--- config.mk ---
export PLATFORM = sky130hd
export DESIGN_NAME = dgtp_timers
export DESIGN_NICKNAME = d
export VERILOG_FILES = /design/src/dgtp_pkg.sv /design/src/dgtp_timers.sv
export VERILOG_INCLUDE_DIRS = /design/src
export SDC_FILE = /design/constraint.sdc
export NUM_CORES = 1
export LEC_CHECK = 0
export BUFFER_PORTS_ARGS = -buffer_cell sky130_fd_sc_hd__buf_2
export CAP_MARGIN = 20
export CORE_ASPECT_RATIO = 0.9
export CORE_MARGIN = 5
export CORE_UTILIZATION = 30
export DETAILED_ROUTE_END_ITERATION = 12
export PLACE_DENSITY = 0.53
export SLEW_MARGIN = 25
export SYNTH_ARGS = -nofsm -noshare
export SYNTH_HDL_FRONTEND = slang
export SYNTH_SLANG_ARGS = --single-unit
--- constraint.sdc ---
create_clock -name clk_i -period 7 [get_ports clk_i]
set_clock_uncertainty 0.1 [all_clocks]
set_input_delay 0.7 -clock clk_i [delete_from_list [all_inputs] [get_ports clk_i]]
set_output_delay 0.7 -clock clk_i [all_outputs]
set_load 0.01 [all_outputs]
--- src/dgtp_defines.svh ---
/*
 * Offsets, field positions, reset values and widths for the dual
 * general timer block. Assumes a byte-addressed Wishbone slave window
 * of 256 bytes.
 */
`ifndef DGTP_DEFINES_SVH
`define DGTP_DEFINES_SVH

`define DGTP_ADR_W 8
`define DGTP_OFF_CTRL 8'h00
`define DGTP_OFF_T0_HIGH 8'h04
`define DGTP_OFF_T0_LOW 8'h08
`define DGTP_OFF_T0_IRQ 8'h0c
`define DGTP_OFF_T2_PER 8'h10
`define DGTP_OFF_T2_DA 8'h14
`define DGTP_OFF_T2_DB 8'h18
`define DGTP_OFF_T2_DC 8'h1c
`define DGTP_OFF_STAT 8'h20

`define DGTP_T0_W 16
`define DGTP_T2_W 14
`define DGTP_CTRL_W 8
`define DGTP_CTRL_RST 8'h00
`define DGTP_T0_EN 0
`define DGTP_T2_EN 1
`define DGTP_T0_SEL_LO 2
`define DGTP_T0_SEL_HI 4
`define DGTP_T2_DIV_LO 5
`define DGTP_T2_DIV_HI 6
`define DGTP_T2_SLOW 7
`define DGTP_SEL_SLOW 3'h4
`define DGTP_PRE_W 3
`define DGTP_T2_PER_RST 14'h0001

`define DGTP_ST_IRQ 0
`define DGTP_ST_W0 1
`define DGTP_ST_W2A 2
`define DGTP_ST_W2B 3
`define DGTP_ST_W2C 4

`endif

--- src/dgtp_pkg.sv ---
/*
 * Types of the dual general timer block.
 * Assumes dgtp_defines.svh is on the include path.
 */
`default_nettype none
`include "dgtp_defines.svh"

package dgtp_pkg;
	typedef enum logic [1:0] {
		DGTP_T0_IDLE,
		DGTP_T0_HIGH,
		DGTP_T0_LOW
	} dgtp_t0_phase_e;

	typedef struct packed {
		logic [`DGTP_T0_W-1:0] high;
		logic [`DGTP_T0_W-1:0] low;
		logic [`DGTP_T0_W-1:0] irq;
	} dgtp_t0_cfg_s;

	typedef struct packed {
		logic [`DGTP_T2_W-1:0] period;
		logic [`DGTP_T2_W-1:0] duty_a;
		logic [`DGTP_T2_W-1:0] duty_b;
		logic [`DGTP_T2_W-1:0] duty_c;
	} dgtp_t2_cfg_s;
endpackage
`default_nettype wire

--- src/dgtp_timers.sv ---
/*
 * Dual general timer with five pulse-width outputs, Wishbone slave.
 * Assumes a synchronous one-cycle slow_tick_i pulse at the slow rate.
 */
// Summary of operation
// - First timer counts 16 bits; high and low values span 0 to 65535.
// - First timer drives two outputs from one shared set of values.
// - First period is high plus one plus low plus one selected ticks.
// - First outputs are active for high value plus one ticks.
// - Periodic first-timer event every irq count plus one ticks.
// - Second timer counts with a 14-bit counter.
// - Second timer drives three separate outputs.
// - Second timer clock is system or slow clock divided by 1,2,4,8.
// - Second timer period is programmable from two ticks upward.
// - Each second output has own duty, from always off to always on.
`timescale 1ns/10ps
`default_nettype none
`include "dgtp_defines.svh"

module dgtp_timers
	import dgtp_pkg::*;
(
	input wire logic clk_i,
	input wire logic rst_i,
	input wire logic slow_tick_i,
	input wire logic wb_cyc_i,
	input wire logic wb_stb_i,
	input wire logic wb_we_i,
	input wire logic [`DGTP_ADR_W-1:0] wb_adr_i,
	input wire logic [3:0] wb_sel_i,
	input wire logic [31:0] wb_dat_i,
	output logic [31:0] wb_dat_o,
	output logic wb_ack_o,
	output logic first_timer_wave_a,
	output logic first_timer_wave_b,
	output logic second_timer_wave_a,
	output logic second_timer_wave_b,
	output logic second_timer_wave_c,
	output logic t0_event_o
);

	function automatic logic [31:0] merge(input logic [31:0] old,
		input logic [31:0] nw, input logic [3:0] sel);
		logic [31:0] r;
		r = old;
		for (int i = 0; i < 4; i++) begin
			if (sel[i]) begin
				r[i*8 +: 8] = nw[i*8 +: 8];
			end
		end
		return r;
	endfunction

	// Divide by 2**sel: true once every 2**sel prescaler steps
	function automatic logic div_hit(input logic [1:0] sel,
		input logic [`DGTP_PRE_W-1:0] pre);
		logic [`DGTP_PRE_W-1:0] mask;
		mask = `DGTP_PRE_W'((1 << sel) - 1);
		return (pre & mask) == mask;
	endfunction

	logic [`DGTP_CTRL_W-1:0] ctrl_q;
	dgtp_t0_cfg_s t0_cfg_q, t0_sh_q;
	dgtp_t2_cfg_s t2_cfg_q, t2_sh_q;
	logic irq_flag_q;
	logic ack_q;
	logic [31:0] rdat_q;
	logic [`DGTP_PRE_W-1:0] pre_fast_q, pre_slow_q;
	logic tick0, tick2, t0_en, t2_en, wr, rd_req;
	dgtp_t0_phase_e t0_ph_q;
	logic [`DGTP_T0_W-1:0] t0_cnt_q, t0_icnt_q;
	logic w0_q, ev_q;
	logic [`DGTP_T2_W-1:0] t2_cnt_q, t2_cnt_d;
	dgtp_t2_cfg_s t2_sh_d;
	logic w2a_q, w2b_q, w2c_q;
	logic [2:0] t0_sel;

	assign t0_en = ctrl_q[`DGTP_T0_EN];
	assign t2_en = ctrl_q[`DGTP_T2_EN];
	assign t0_sel = ctrl_q[`DGTP_T0_SEL_HI:`DGTP_T0_SEL_LO];
	assign rd_req = wb_cyc_i && wb_stb_i && !ack_q;
	assign wr = rd_req && wb_we_i;

	// Bus answers one cycle after the request, then drops for a cycle
	always_ff @(posedge clk_i) begin
		if (rst_i) begin
			ack_q <= 1'b0;
		end else begin
			ack_q <= rd_req;
		end
	end

	always_ff @(posedge clk_i) begin
		if (rst_i) begin
			rdat_q <= 32'h0;
		end else if (rd_req) begin
			case (wb_adr_i)
			`DGTP_OFF_CTRL: rdat_q <= 32'(ctrl_q);
			`DGTP_OFF_T0_HIGH: rdat_q <= 32'(t0_cfg_q.high);
			`DGTP_OFF_T0_LOW: rdat_q <= 32'(t0_cfg_q.low);
			`DGTP_OFF_T0_IRQ: rdat_q <= 32'(t0_cfg_q.irq);
			`DGTP_OFF_T2_PER: rdat_q <= 32'(t2_cfg_q.period);
			`DGTP_OFF_T2_DA: rdat_q <= 32'(t2_cfg_q.duty_a);
			`DGTP_OFF_T2_DB: rdat_q <= 32'(t2_cfg_q.duty_b);
			`DGTP_OFF_T2_DC: rdat_q <= 32'(t2_cfg_q.duty_c);
			`DGTP_OFF_STAT: rdat_q <= 32'({w2c_q, w2b_q, w2a_q, w0_q,
				irq_flag_q});
			default: rdat_q <= 32'h0;
			endcase
		end
	end

	// Unmapped writes are acknowledged and dropped
	always_ff @(posedge clk_i) begin
		if (rst_i) begin
			ctrl_q <= `DGTP_CTRL_RST;
			t0_cfg_q <= '0;
			t2_cfg_q <= '0;
			t2_cfg_q.period <= `DGTP_T2_PER_RST;
		end else if (wr) begin
			case (wb_adr_i)
			`DGTP_OFF_CTRL: ctrl_q <= `DGTP_CTRL_W'(merge(32'(ctrl_q),
				wb_dat_i, wb_sel_i));
			`DGTP_OFF_T0_HIGH: t0_cfg_q.high <= `DGTP_T0_W'(merge(
				32'(t0_cfg_q.high), wb_dat_i, wb_sel_i));
			`DGTP_OFF_T0_LOW: t0_cfg_q.low <= `DGTP_T0_W'(merge(
				32'(t0_cfg_q.low), wb_dat_i, wb_sel_i));
			`DGTP_OFF_T0_IRQ: t0_cfg_q.irq <= `DGTP_T0_W'(merge(
				32'(t0_cfg_q.irq), wb_dat_i, wb_sel_i));
			`DGTP_OFF_T2_PER: t2_cfg_q.period <= `DGTP_T2_W'(merge(
				32'(t2_cfg_q.period), wb_dat_i, wb_sel_i));
			`DGTP_OFF_T2_DA: t2_cfg_q.duty_a <= `DGTP_T2_W'(merge(
				32'(t2_cfg_q.duty_a), wb_dat_i, wb_sel_i));
			`DGTP_OFF_T2_DB: t2_cfg_q.duty_b <= `DGTP_T2_W'(merge(
				32'(t2_cfg_q.duty_b), wb_dat_i, wb_sel_i));
			`DGTP_OFF_T2_DC: t2_cfg_q.duty_c <= `DGTP_T2_W'(merge(
				32'(t2_cfg_q.duty_c), wb_dat_i, wb_sel_i));
			default: ;
			endcase
		end
	end

	// Sticky event flag, write one to clear; a new event wins
	always_ff @(posedge clk_i) begin
		if (rst_i) begin
			irq_flag_q <= 1'b0;
		end else if (ev_q) begin
			irq_flag_q <= 1'b1;
		end else if (wr && wb_adr_i == `DGTP_OFF_STAT &&
			wb_sel_i[0] && wb_dat_i[`DGTP_ST_IRQ]) begin
			irq_flag_q <= 1'b0;
		end
	end

	always_ff @(posedge clk_i) begin
		if (rst_i) begin
			pre_fast_q <= '0;
			pre_slow_q <= '0;
		end else begin
			pre_fast_q <= pre_fast_q + 1'b1;
			if (slow_tick_i) begin
				pre_slow_q <= pre_slow_q + 1'b1;
			end
		end
	end

	assign tick0 = (t0_sel == `DGTP_SEL_SLOW) ? slow_tick_i :
		(!t0_sel[2] && div_hit(t0_sel[1:0], pre_fast_q));
	assign tick2 = ctrl_q[`DGTP_T2_SLOW] ?
		(slow_tick_i && div_hit(ctrl_q[`DGTP_T2_DIV_HI:`DGTP_T2_DIV_LO],
		pre_slow_q)) :
		div_hit(ctrl_q[`DGTP_T2_DIV_HI:`DGTP_T2_DIV_LO], pre_fast_q);

	always_ff @(posedge clk_i) begin
		if (rst_i) begin
			t0_ph_q <= DGTP_T0_IDLE;
			t0_cnt_q <= '0;
			t0_sh_q <= '0;
			w0_q <= 1'b0;
		end else if (!t0_en) begin
			t0_ph_q <= DGTP_T0_IDLE;
			t0_cnt_q <= '0;
			w0_q <= 1'b0;
		end else if (tick0) begin
			case (t0_ph_q)
			DGTP_T0_IDLE: begin
				t0_ph_q <= DGTP_T0_HIGH;
				t0_sh_q <= t0_cfg_q;
				w0_q <= 1'b1;
			end
			// high for high value plus one
			DGTP_T0_HIGH: begin
				if (t0_cnt_q == t0_sh_q.high) begin
					t0_ph_q <= DGTP_T0_LOW;
					t0_cnt_q <= '0;
					w0_q <= 1'b0;
				end else begin
					t0_cnt_q <= t0_cnt_q + 1'b1;
				end
			end
			DGTP_T0_LOW: begin
				if (t0_cnt_q == t0_sh_q.low) begin
					t0_ph_q <= DGTP_T0_HIGH;
					t0_cnt_q <= '0;
					t0_sh_q.high <= t0_cfg_q.high;
					t0_sh_q.low <= t0_cfg_q.low;
					w0_q <= 1'b1;
				end else begin
					t0_cnt_q <= t0_cnt_q + 1'b1;
				end
			end
			default: t0_ph_q <= DGTP_T0_IDLE;
			endcase
		end
	end

	always_ff @(posedge clk_i) begin
		if (rst_i) begin
			t0_icnt_q <= '0;
			ev_q <= 1'b0;
		end else begin
			ev_q <= 1'b0;
			if (!t0_en) begin
				t0_icnt_q <= '0;
			end else if (tick0 && t0_ph_q != DGTP_T0_IDLE) begin
				if (t0_icnt_q == t0_sh_q.irq) begin
					t0_icnt_q <= '0;
					ev_q <= 1'b1;
				end else begin
					t0_icnt_q <= t0_icnt_q + 1'b1;
				end
			end
		end
	end

	// Separate process keeps the event count from racing the reload above
	always_ff @(posedge clk_i) begin
		if (rst_i) begin
			t0_event_o <= 1'b0;
		end else begin
			t0_event_o <= tick0 && t0_en && t0_ph_q != DGTP_T0_IDLE &&
				t0_icnt_q == t0_sh_q.irq;
		end
	end

	// wrap at period, period zero acts as one
	always_comb begin
		t2_cnt_d = t2_cnt_q;
		t2_sh_d = t2_sh_q;
		if (!t2_en) begin
			t2_cnt_d = '0;
			t2_sh_d = t2_cfg_q;
		end else if (tick2) begin
			if (t2_cnt_q >= t2_sh_q.period && t2_cnt_q != '0) begin
				t2_cnt_d = '0;
				t2_sh_d = t2_cfg_q;
			end else begin
				t2_cnt_d = t2_cnt_q + 1'b1;
			end
		end
	end

	always_ff @(posedge clk_i) begin
		if (rst_i) begin
			t2_cnt_q <= '0;
			t2_sh_q <= '0;
		end else begin
			t2_cnt_q <= t2_cnt_d;
			t2_sh_q <= t2_sh_d;
		end
	end

	// compare per output, duty above period gives always on
	always_ff @(posedge clk_i) begin
		if (rst_i) begin
			w2a_q <= 1'b0;
			w2b_q <= 1'b0;
			w2c_q <= 1'b0;
		end else begin
			w2a_q <= t2_en && t2_cnt_d < t2_sh_d.duty_a;
			w2b_q <= t2_en && t2_cnt_d < t2_sh_d.duty_b;
			w2c_q <= t2_en && t2_cnt_d < t2_sh_d.duty_c;
		end
	end

	assign wb_ack_o = ack_q;
	assign wb_dat_o = rdat_q;
	// both first outputs from one flop
	assign first_timer_wave_a = w0_q;
	assign first_timer_wave_b = w0_q;
	assign second_timer_wave_a = w2a_q;
	assign second_timer_wave_b = w2b_q;
	assign second_timer_wave_c = w2c_q;
endmodule
`default_nettype wire

; ---- Yosys cells after proc, flatten, opt, wreduce, memory -nomap -nowiden
; Cells that the tools add are included.
[op_classes]
n_addsub = 7
n_lt_le_gt_ge = 4
n_eq_ne = 21
shift = 2
muxes = 24
bitwise = 5
reduce_logical = 49
[op_table]
columns = cell, n
row1 = $mux W56, 3
row2 = $pmux W16 S9, 1
row3 = $pmux W32 S2, 1
row4 = $reduce_and A3 Y1, 17
row5 = $eq A16 B16 Y1, 3
row6 = $mux W16, 3
row7 = $lt A14 B14 Y1, 3
row8 = $mux W14, 3
row9 = $add A16 B1 Y16 const B, 2
row10 = $eq A8 B5 Y1 const B, 4
row11 = $mux W32, 1
row12 = $pmux W16 S2, 1
row13 = $eq A8 B4 Y1 const B, 2
row14 = $logic_and A1 B1 Y1, 16
row15 = $add A14 B1 Y14 const B, 1
row16 = $ge A14 B14 Y1, 1
row17 = $reduce_bool A14 Y1, 1
row18 = $and A3 B3 Y3, 3
row19 = $eq A3 B3 Y1, 3
row20 = $eq A8 B3 Y1 const B, 1
row21 = $eq A8 B6 Y1 const B, 1
row22 = $logic_not A8 Y1, 1
row23 = $reduce_and A4 Y1, 2
row24 = $reduce_bool A2 Y1, 4
row25 = 19 further kinds, 34
[totals]
register_bits = 310
input_bits = 50
out_inout_bits = 39

; ---- Logic depth before layout (Yosys ltp)
; Gate-level depths: netlist of run 1.
[logic_depth]
word_depth = 10
mapped_depth = 19
depth_no_buf = 16

; ---- Worst setup path after synthesis of run 1
; Ideal clock, no wire load.
[synth_path]
path_kind = reg2reg
startpoint = reg t2_sh_q[47] (netlist bit)
endpoint = reg w2b_q (netlist: second_timer_wave_b)
setup_time_ns = 0.075
arrival_ns = 3.583
t_required_ns = 6.825
setup_slack_ns = 3.242
path_stages_with_launch = 18
path_buffers = 3
cell_sequence = dfxtp_1 -> inv_1 -> ha_1 -> a21o_1 -> o311ai_1 -> a211oi_2 -> nand2b_1 -> buf_2 -> buf_2 -> buf_2 -> nor2_1 -> ha_1 -> a21o_1 -> a21o_1 -> a211oi_1 -> o31ai_1 -> or3b_2 -> o22ai_1
[synth_via]
elab_chain_len = 7
word_cells_on_any_way = 10
cone_classes = order compare (2) / mux (6) / reduce/logical (2)
[synth_rtl]
columns = element, line_no
row1 = "start, declared", dgtp_timers.sv:64  ; dgtp_t2_cfg_s t2_cfg_q, t2_sh_q;
row2 = "start signal, assigned", dgtp_timers.sv:269  ; t2_sh_q <= t2_sh_d;
row3 = $ge A14 B14 Y1, dgtp_timers.sv:254  ; if (t2_cnt_q >= t2_sh_q.period && t2_cnt_q != '0) begin
row4 = $logic_and A1 B1 Y1, dgtp_timers.sv:254
row5 = $mux W14, dgtp_timers.sv:254
row6 = $mux W14, dgtp_timers.sv:253  ; end else if (tick2) begin
row7 = $mux W14, dgtp_timers.sv:250  ; if (!t2_en) begin
row8 = via t2_cnt_d[11], dgtp_timers.sv:73  ; logic [`DGTP_T2_W-1:0] t2_cnt_q, t2_cnt_d;
row9 = $lt A14 B14 Y1, dgtp_timers.sv:281  ; w2b_q <= t2_en && t2_cnt_d < t2_sh_d.duty_b;
row10 = $logic_and A1 B1 Y1, dgtp_timers.sv:281
row11 = "end signal, assigned", dgtp_timers.sv:281
row12 = "end, declared", dgtp_timers.sv:75  ; logic w2a_q, w2b_q, w2c_q;
; The timed path passes the listed nets, and every way through them passes these cells. The select of a mux whose other input is x is not followed.
; A chain may end at the register's enable or synchronous reset.

; ---- Worst setup path after layout of run 1
[layout_path]
startpoint = reg t2_cnt_q[13]
endpoint = reg w2b_q (netlist: second_timer_wave_b)
[layout_via]
elab_chain_len = 7
word_cells_on_any_way = 12
cone_classes = add/sub (1) / order compare (2) / mux (6) / reduce/logical (3)
[layout_rtl]
columns = element, line_no
row1 = "start, declared", dgtp_timers.sv:73
row2 = "start signal, assigned", dgtp_timers.sv:268  ; t2_cnt_q <= t2_cnt_d;
row3 = $ge A14 B14 Y1 / $reduce_bool A14 Y1 (equally long branches), dgtp_timers.sv:254
row4 = $logic_and A1 B1 Y1, dgtp_timers.sv:254
row5 = $mux W14 / $mux W56 (equally long branches), dgtp_timers.sv:254
row6 = $mux W14 / $mux W56 (equally long branches), dgtp_timers.sv:253
row7 = $mux W14 / $mux W56 (equally long branches), dgtp_timers.sv:250
row8 = $lt A14 B14 Y1 (*), dgtp_timers.sv:281
row9 = $logic_and A1 B1 Y1 (*), dgtp_timers.sv:281
; Mark *: on every way between the ends. The rest lies on a longest branch, timed or not. The select of a mux whose other input is x is not followed.

==> results of run 1 <==
-- layer usage --
metal  vias to the layer above  global-route usage [%]
met1                      5035                    21.8
met3                        48                    2.25
li1                       5257                       -
met4                         4                    3.46
met2                       185                    22.4
met5                         -                   0.663
-- area by class of cell --
class | instances | area share, %
Inverter | 25 | 0.584
Clock buffer | 46 | 6.54
Tap cell | 616 | 4.80
Sequential cell | 294 | 36.6
Timing Repair Buffer | 62 | 2.12
Clock inverter | 19 | 1.33
Multi-Input combinational cell | 1108 | 48.0
-- placed cells by master, fill, tap and decap left out, types with 8 or more instances in the layout --
cell / Yosys / layout
o21ai_0: 24 / 24
nand3_1: 32 / 31
a21oi_1: 60 / 60
nand2_1: 80 / 80
buf_2: 14 / 53
and3_1: 15 / 15
dfxtp_1: 294 / 294
o221ai_1: 11 / 11
nor2b_1: 8 / 8
nand4_1: 25 / 25
nor3_1: 16 / 15
a221o_1: 10 / 10
clkbuf_8: 0 / 9
xor2_1: 38 / 38
mux2i_1: 232 / 232
a21o_1: 15 / 15
clkinv_2: 0 / 9
xnor2_1: 55 / 55
ha_1: 63 / 63
nor2_1: 291 / 291
inv_1: 25 / 25
conb_1: 1 / 16
nor2_4: 12 / 12
clkbuf_16: 0 / 37
-- worst min-delay path: cells and delay by family, from the launching register on --
family           cells  cell delay [ps]
AO/OA/AOI/OAI        1               40
flip-flops           1              310
AND/OR/NAND/NOR      1               60
-- how the worst max path moves through the flow --
stage,startpoint,endpoint,slack (ps),cells after the start
after floorplan,t2_sh_q[47],second_timer_wave_b,3240,17
after global placement,t2_sh_q[55],second_timer_wave_b,2340,15
after detailed placement,t2_cnt_q[13],second_timer_wave_b,2250,14
after CTS,t2_cnt_q[13],second_timer_wave_b,2220,14
after global routing,t2_sh_q[55],second_timer_wave_b,1840,15
final,t2_cnt_q[13],second_timer_wave_b,2260,14
-- synth_stat cells, drive strengths merged, types with 3 or more instances --
cell    instances  area, um^2
a211oi          4        35.0
a21o           15         113
a21oi          61         309
a221o          10         100
a22o            7        61.3
a22oi           3        27.5
a32oi           6        52.6
and2            3        18.8
and3           15        93.8
buf            42         288
clkbuf         54         203
dfxtp         294        5890
ha             63         788
inv            25        93.8
mux2i         232        2320
nand2          83         329
nand2b          8        50.1
nand3          32         160
nand4          25         156
nand4b          3        26.3
nor2          306        1250
nor2b           8        50.1
nor3           21         149
nor4           10        98.8
o21a            3        22.5
o21ai          26         130
o221ai         11        96.3
o22ai           5        31.3
or2             4        25.0
or3             6        37.5
or3b            3        26.3
xnor2          55         482
xor2           38         333
-- report_power, final --
| part | switching, mW | internal [mW] | total, mW |
|---|---|---|---|
| Combinational | 0.0734 | 0.0252 | 0.0986 |
| Sequential | 0.00304 | 1.68 | 1.68 |
| Clock | 0.736 | 1.21 | 1.95 |
-- flip-flops by register name (all words and copies together) (netlist names), 2 cells and up --
register,count
t2_cfg_q,56
t2_sh_q,56
t0_cfg_q,48
t0_sh_q,48
t0_cnt_q,16
t0_icnt_q,16
wb_dat_o,16
t2_cnt_q,14
ctrl_q,8
pre_fast_q,3
pre_slow_q,3
t0_ph_q,2
-- metrics by stage --
step                      setup slack (ps)  util [%]
after CTS                             2220      34.5
after global routing                  1840      34.5
after global placement                2340      31.8
after detailed placement              2250      31.8
after floorplan                       3240         -
final                                 2260      34.5
-- logic make-up after synthesis --
family | Yosys count
other | 1
multiplexers | 232
AO/OA/AOI/OAI | 169
buffers and inverters | 121
adder cells (fa/ha/maj) | 63
XOR/XNOR | 93
flip-flops | 294
AND/OR/NAND/NOR | 535
==> impl_metrics.tcl, run 1 <==
set metrics [dict create \
    status "complete, no violations" \
    dpl.cell_count 2105 \
    p_leak_nw 6.54 \
    root_buffer "clkbuf_16" \
    cts.path.max_buffers 3 \
    ys_seq_area_share_pct 41.8 \
    synthAdderAreaFrac_pct 5.59 \
    final.period_utilization_pct 67.7 \
    holdBufCountCts 0 \
    setup_viol 0 \
    cts_tree "built" \
    worstHoldPathType "reg2reg" \
    min-delay-start "ev_q" \
    layout-area-overhead-vs-synth_pct 13.9 \
    reg2regPathDepth 14 \
    dr.pass1.iters 5 \
    fmax_mhz 211 \
    nets 1640 \
    htreeDepth 2 \
    synthCells 1508 \
    synth_ff_type "dfxtp_1" \
    place_congestion 0.836 \
    finalHoldViolations 0 \
    fin_crit_ps 4740 \
    fp-row-count 75 \
    critPathMaxStageDelay_ps 580 \
    r2r_end "second_timer_wave_b" \
    synth_edf_count 0 \
    dr_wl_met2_um 16900 \
    synth_compound_area_share_pct 8.01 \
    clock-sinks 294 \
    design.die.area_um2 51400 \
    grt_max_degree 103 \
    clock_latency_ps 520 \
    min_to "irq_flag_q" \
    grt-ovfl-total 0 \
    fin_area_um2 16100 \
    wl_met1_um 19700 \
    first_global_vias 10188 \
    drc_errors 0 \
    grt_setup_unrepaired "false" \
    syn_area_um2 14100 \
    slew_viol_final 0 \
    routed_wl_um 39000 \
    syn_avg_cell_area_um2 9.35 \
    synth_top_family_by_area "simple AND/OR/NAND/NOR gates" \
    synthXorXnorAreaFrac_pct 5.78 \
    start_util_pct 30.3 \
    r2r_setup_slack_ps 2260 \
    async_flop_share_pct 0 \
    required_ps 7330 \
    cp_slowest_cell "nand2b_4" \
    multi_input_area_um2 7700 \
    seq_area_um2 5890 \
    core_region_area_um2 46500 \
    cts_setup_buffers 0 \
    stdcell_count 2170 \
    io_pins 89 \
    cts_resized 0 \
    avgRoutedWirePerCell_um 18.0 \
    post-dp-hpwl_um 28900 \
    cts_buffers 36 \
    cp.buffers_inverters 1 \
    synthSimpleGateAreaFrac_pct 18.2 \
    antenna_found_initial 1 \
    detail_route.iter0.violations 713 \
    track_usage_pct 14.7 \
    hold_slack_ps 342 \
    ir_drop_uv 128 \
    setup_tns_ps 0 \
    maxUsedRoutingLayer "met5" \
    cp_top_family "simple AND/OR/NAND/NOR gates" \
    met3_length_um 1570 \
    grt_pass1_wl_um 60400 \
    p_per_area_nw_per_um2 232 \
    crit_type "reg2reg" \
    fp.dieH_um 216 \
    critPathArrivalTime_ps 5070 \
    yosysUniqueCellTypes 69 \
    n_antenna_cell 0 \
    vias 10529 \
    die_w_um 238 \
    clk_pin_slew_worst_paths_ps 60 \
    drtAntennaViolNets 0 \
    power.total_mw 3.73 \
    vias_per_cell 4.85 \
    slew_headroom_pct 30.5 \
    worst_pin_slew_ps 1040 \
    crit_path_max_fanout 40 \
    r2r_start "t2_cnt_q[13]" \
    end_kind "register" \
    place_area_um2 14800 \
    path_cells "ha_1, nand4_1, nor2_1, o311ai_1, a211oi_2, nand2b_4, buf_4, mux2i_1, ha_1, a21o_1, a21o_1, a21oi_1, or3b_2, o22ai_1" \
    drv_cap 0 \
    worstSetupStartpointType "register" \
    synth_seq_cells 294 \
    port_buffers 54 \
    n_fill_cell 4788 \
    min_path_cells 2 \
    yosys_warnings 0 \
    drive_gt1_share_pct 11.0 \
    muxShareOfSynthArea_pct 16.5 \
]
Note: power is estimated with default switching activity, not from simulation.
==> inputs of run 2 (changes only) <==
Settings changed: ABC_AREA set to 1.
Clock period 7 ns to 4.9 ns, I/O delays scaled along.
==> run 2 against run 1 <==
Net effect: die area down 1.2%; non-clock buffer count up 4; sequential share of layout area up 0.57 points; synthesized cell count up 21%; wire length up 4.9%; final cell count up 14%; utilization up 0.14 points; largest cell class unchanged; highest routed layer is now met4.
==> impl_metrics.tcl, run 2 <==
set metrics [dict create \
    yosysMostFrequentCell "dfxtp_1" \
    layout-area-overhead-vs-synth_pct 13.7 \
    grt_pass1_wl_um 64300 \
    vias 12157 \
    async_flop_share_pct 0 \
    clock-sinks 294 \
    synthCells 1819 \
    fin_area_um2 15800 \
    syn_area_um2 13900 \
    cp.buffers_inverters 2 \
    nets 1957 \
    worstHoldPathType "in2reg" \
    drv_cap 0 \
    fin_crit_ps 3780 \
    slew_headroom_pct 34.2 \
    fp.dieH_um 214 \
    cts.path.max_buffers 3 \
    cts_setup_buffers 0 \
    root_buffer "clkbuf_16" \
    cp_top_family "simple AND/OR/NAND/NOR gates" \
    avgRoutedWirePerCell_um 16.5 \
    power.total_mw 5.31 \
    reg.largest.list "t2_cfg_q (56), t2_sh_q (56)" \
    setup_tns_ps 0 \
    io_pins 89 \
    hold_slack_ps 160 \
    routed_wl_um 40900 \
    yosysUniqueCellTypes 55 \
    track_usage_pct 15.5 \
    stdcell_count 2479 \
    drc_errors 0 \
    path_cells "ha_1, nand2_1, nor2_1, nand2_1, nand2_1, nand2_1, nand3_1, nand2_4, nand2_4, buf_4, mux2i_2, ha_1, nand2_1, inv_1, a311oi_1, o211ai_1, a21oi_1" \
    htreeDepth 2 \
    synth_commonest_cells "dfxtp_1 (294), nand2_1 (248), nor2_1 (235)" \
    first_global_vias 11363 \
    synth_ff_type "dfxtp_1" \
    drive_gt1_share_pct 9.73 \
    port_buffers 54 \
    cts_buffers 35 \
    holdBufCountCts 0 \
    status "complete, no violations" \
    die_w_um 237 \
    crit_type "reg2reg" \
    grt_setup_unrepaired "false" \
    fp-row-count 74 \
    critPathMaxStageDelay_ps 490 \
    cp_slowest_cell "nand2_4" \
    ys_seq_area_share_pct 42.3 \
    fmax_mhz 265 \
    critPathArrivalTime_ps 4130 \
    design.die.area_um2 50800 \
    worstSetupStartpointType "register" \
    dpl.cell_count 2415 \
    synth_seq_cells 294 \
    p_per_area_nw_per_um2 336 \
    grt_max_degree 81 \
    clock_latency_ps 520 \
    final_common_cell "dfxtp_1" \
    vias_per_cell 4.90 \
    crit_path_max_fanout 51 \
    detail_route.iter0.violations 770 \
    dr.pass1.iters 5 \
    cp_common_cell "nand2_1" \
    end_kind "register" \
    finalHoldViolations 0 \
    antenna_found_initial 1 \
    yosys_warnings 0 \
    cts_tree "built" \
    place_area_um2 14600 \
    grt-ovfl-total 0 \
    ir_drop_uv 184 \
    clk_pin_slew_worst_paths_ps 60 \
    drtAntennaViolNets 0 \
    synth_top_area_share_pct 42.3 \
    syn_avg_cell_area_um2 7.65 \
    yosys.area.top_type "dfxtp_1" \
    place_congestion 0.876 \
    final_cell_mix "dfxtp_1 (294), nand2_1 (248), nor2_1 (235), o21ai_0 (194), a21oi_1 (183)" \
    start_util_pct 30.5 \
    setup_viol 0 \
    synth_edf_count 0 \
    yosys-top-cells-area "dfxtp_1 (42%), o21ai_0 (7.0%), nand2_1 (6.7%)" \
    final.period_utilization_pct 77.1 \
    worst_pin_slew_ps 984 \
    core_region_area_um2 45600 \
    p_leak_nw 6.45 \
    required_ps 5250 \
    cts_resized 0 \
    slew_viol_final 0 \
    post-dp-hpwl_um 30100 \
]
-- run 2: cell count changes after synthesis, moves of 15 or more --
cell / previous run / this run
a211oi_1: 3 / 26
a21o_1: 15 / 0
a21oi_1: 60 / 183
and3_1: 15 / 0
clkbuf_1: 54 / 36
inv_1: 25 / 180
mux2i_1: 232 / 1
nand2_1: 80 / 248
nand3_1: 32 / 47
nor2_1: 291 / 235
nor3_1: 16 / 41
o21ai_0: 24 / 194
xnor2_1: 55 / 26
-- run 2: power by group --
group	internal (mW)	switching [mW]	total (mW)	leakage (nW)
clock	1.75	1.03	2.79	0.601
combinational	0.0276	0.0920	0.120	3.48
sequential	2.40	0.00475	2.40	2.37
-- run 2: worst paths after layout --
path	startpoint	end	slack (ps)	depth (start not counted)
worst max-delay path	t2_cnt_q[5]	second_timer_wave_b	1120	17
worst min register to register	pre_fast_q[0]	pre_fast_q[0]	360	1
worst max register to register	t2_cnt_q[5]	second_timer_wave_b	1120	17
worst min-delay path	wb_dat_i[3]	t2_cfg_q[31]	160	3
-- run 2: layout make-up --
class	instances	area (um^2)
diodes	1	2.50
repair buffers	66	363
well taps	608	761
fillers	4823	29800
clock inverters	9	173
clock buffers	54	1060
flip-flops and latches	294	5890
multi-input cells	1261	6870
inverters	186	699
-- run 2: cells by family after synthesis --
family,count (synthesis),synth area share [%]
other cells,1,0.0270
fa+ha+maj,63,5.67
buf+inv,279,8.71
compound gates,466,18.1
flops,294,42.3
xor+xnor,51,3.21
mux,10,0.962
simple gates,655,21.0
-- run 2: worst reg2reg max path: cells and delay by family, from the launching register on --
| family | cells | cell delay [ps] |
|---|---|---|
| simple gates | 9 | 1210 |
| buf+inv | 2 | 440 |
| flops | 1 | 390 |
| compound gates | 3 | 620 |
| mux | 1 | 300 |
| fa+ha+maj | 2 | 620 |
-- run 2: routing by layer --
metal	wire length, um	vias up	share of wire [%]	track usage, %
li1	-	6099	-	-
met1	19900	5728	49	22.3
met2	18200	272	45	24.6
met3	1800	58	4.4	2.11
met4	914	0	2.2	3.91
met5	0	-	0	0
-- run 2: stage by stage --
step           setup slack, ps  utilization (%)
6_report                  1120             34.6
3_5_place_dp              1180             31.9
3_3_place_gp              1210             31.9
2_1_floorplan             1930                -
4_1_cts                   1100             34.6
5_1_grt                    865             34.6
==> inputs of run 3 (changes only) <==
Settings changed: PLACE_DENSITY 0.53 to 0.55.
Clock period 4.9 ns to 3.25 ns, I/O delays scaled along.
==> run 3 against run 2 <==
Net effect: critical path depth down 1; register-to-register slack worse by 900 ps; first-iteration DRC count is 26% higher; final cell count rose by 1.5%; worst hold slack lost 140 ps; design area up 2.5%; sequential power grew 51%; setup slack lost 900 ps; non-clock buffer count rose by 36; combinational power increased by 58%; global-route usage is 0.070 points higher; via count increased by 1.5%.
==> impl_metrics.tcl, run 3 (synthesized netlist as in run 2, its figures left out) <==
set metrics [dict create \
    netSwitchingPower_mw 1.67 \
    grt_setup_unrepaired "true" \
    io_pins 89 \
    r2r_end "second_timer_wave_a" \
    r2r_setup_slack_ps 230 \
    p_per_area_nw_per_um2 482 \
    crit_type "reg2reg" \
    grt-ovfl-total 0 \
    reg2regPathDepth 16 \
    fp.dieH_um 214 \
    drv_cap 0 \
    setup_slack_ps 227 \
    layout-area-overhead-vs-synth_pct 16.6 \
    cts_tree "built" \
    fp-row-count 74 \
    worstHoldPathType "in2reg" \
    critPathArrivalTime_ps 3360 \
    pwr-share-comb_pct 2.4 \
    worst_pin_slew_ps 822 \
    endpoint "second_timer_wave_a" \
    routed_wl_um 41200 \
    avgRoutedWirePerCell_um 16.4 \
    r2r_start "t2_sh_q[51]" \
    track_usage_pct 15.5 \
    p_clk_share_pct 51.3 \
    post-route-util_pct 35.5 \
    p_int_mw 6.14 \
    grt_max_degree 52 \
    vias 12336 \
    cts.path.max_buffers 3 \
    slew_viol_final 0 \
    p_leak_nw 6.67 \
    die_w_um 237 \
    finalHoldViolations 0 \
    port_buffers 54 \
    vias_per_cell 4.90 \
    cts_buffers 35 \
    fmax_mhz 331 \
    ir_drop_uv 332 \
    detail_route.iter0.violations 974 \
    clock_latency_ps 510 \
    grt_pass1_wl_um 64800 \
    seqPwrFrac_pct 46.3 \
    drc_errors 0 \
    dp_slack_ps -107 \
    place_congestion 0.877 \
    setup_viol 0 \
    antenna_found_initial 1 \
    switching_share_pct 21.4 \
    dr.pass1.iters 5 \
    clk_pin_slew_worst_paths_ps 60 \
    reg.largest.list "t2_cfg_q (56), t2_sh_q (56)" \
    final_common_cell "dfxtp_1" \
    first_global_vias 11843 \
    nets 1994 \
    end_kind "register" \
    status "complete, no violations" \
    slew_headroom_pct 45.0 \
    fin_crit_ps 3020 \
    crit_path_max_fanout 11 \
    n_fill_cell 4738 \
    required_ps 3590 \
    crit_path_start "t2_sh_q[51]" \
    worstSetupStartpointType "register" \
    root_buffer "clkbuf_16" \
    drtAntennaViolNets 0 \
    core_region_area_um2 45600 \
    power.total_mw 7.81 \
    clock-sinks 294 \
    start_util_pct 30.5 \
    final_cell_mix "dfxtp_1 (292), nand2_1 (245), nor2_1 (230), o21ai_0 (191), a21oi_1 (182)" \
    post-dp-hpwl_um 30600 \
    drive_gt1_share_pct 12.5 \
    final.period_utilization_pct 93.0 \
    htreeDepth 2 \
    design.die.area_um2 50800 \
]
[run 3: changes by cell type in the layout (fill, tap and decap cells not counted), moves of 3 or more]
cell,before,now
o21ai_0,194,191
nor2_2,16,19
mux2i_2,9,6
nand2_1,248,245
mux2i_4,0,3
nor2_1,235,230
buf_4,13,45
nor3_2,7,10
nand2_2,6,9
nor3_1,41,38
[run 3: how the worst min path moves through the flow]
stage                       start  depth (start not counted)       endpoint
floorplan                    ev_q                          2     irq_flag_q
global placement    pre_fast_q[0]                          1  pre_fast_q[0]
detailed placement  pre_fast_q[0]                          1  pre_fast_q[0]
CTS                  wb_dat_i[15]                          3   t0_cfg_q[47]
global route         wb_dat_i[14]                          3   t0_cfg_q[30]
finish                wb_dat_i[4]                          3   t2_cfg_q[32]
[run 3: stage by stage]
step | setup TNS (ps) | hold WS [ps] | cells | area [um^2]
2_1_floorplan | 0 | 315 | 1834 | 14000
3_5_place_dp | -107 | 336 | 2445 | 14800
4_1_cts | 0 | 4.92 | 2507 | 16000
6_report | 0 | 18.6 | 2515 | 16200
3_3_place_gp | 0 | 329 | 2445 | 14800
5_1_grt | -8.72 | 37.1 | 2515 | 16200
[run 3: cell type report]
class	instances	area [um^2]	share of cell area, %
multi-input cells	1262	6990	43.1
flip-flops and latches	294	5890	36.3
clock buffers	53	1060	6.51
well taps	608	761	4.69
inverters	186	702	4.33
repair buffers	102	692	4.27
clock inverters	9	126	0.779
diodes	1	2.50	0.0154
[run 3: what timing repair did]
action	CTS	global route
hold buffers	0	0
gates resized for setup	1	31
buffers inserted	0	4
cloned	0	3
pin swaps	0	8
endpoints found under the setup margin	3	3
[run 3: critical path: stages (launching register included)]
cell	delay, ps
dfxtp_1	300
inv_1	50
ha_1	300
a21oi_1	170
nor2_1	70
nor2_1	170
nand3_2	140
nand2_4	110
nand2_8	110
nor3_2	310
ha_1	300
a21oi_1	160
o21ai_0	110
nand3_1	70
a21oi_1	50
or3_1	310
a21oi_1	110
[run 3: power by group through the flow]
stage	combinational (mW)	sequential [mW]	clock, mW
after floorplan	0.122	3.70	0
after global placement	0.183	3.70	0
after detailed placement	0.185	3.70	0
after CTS	0.186	3.62	4.08
after global routing	0.207	3.62	4.24
final	0.189	3.62	4.00
[run 3: layer usage]
| layer | track usage (%) | vias up | share of wire [%] |
|---|---|---|---|
| met3 | 2.16 | 65 | 5.4 |
| met1 | 22.4 | 5761 | 48 |
| met2 | 24.1 | 327 | 44 |
| li1 | - | 6183 | - |
| met5 | 0 | - | 0 |
| met4 | 5.02 | 0 | 2.7 |
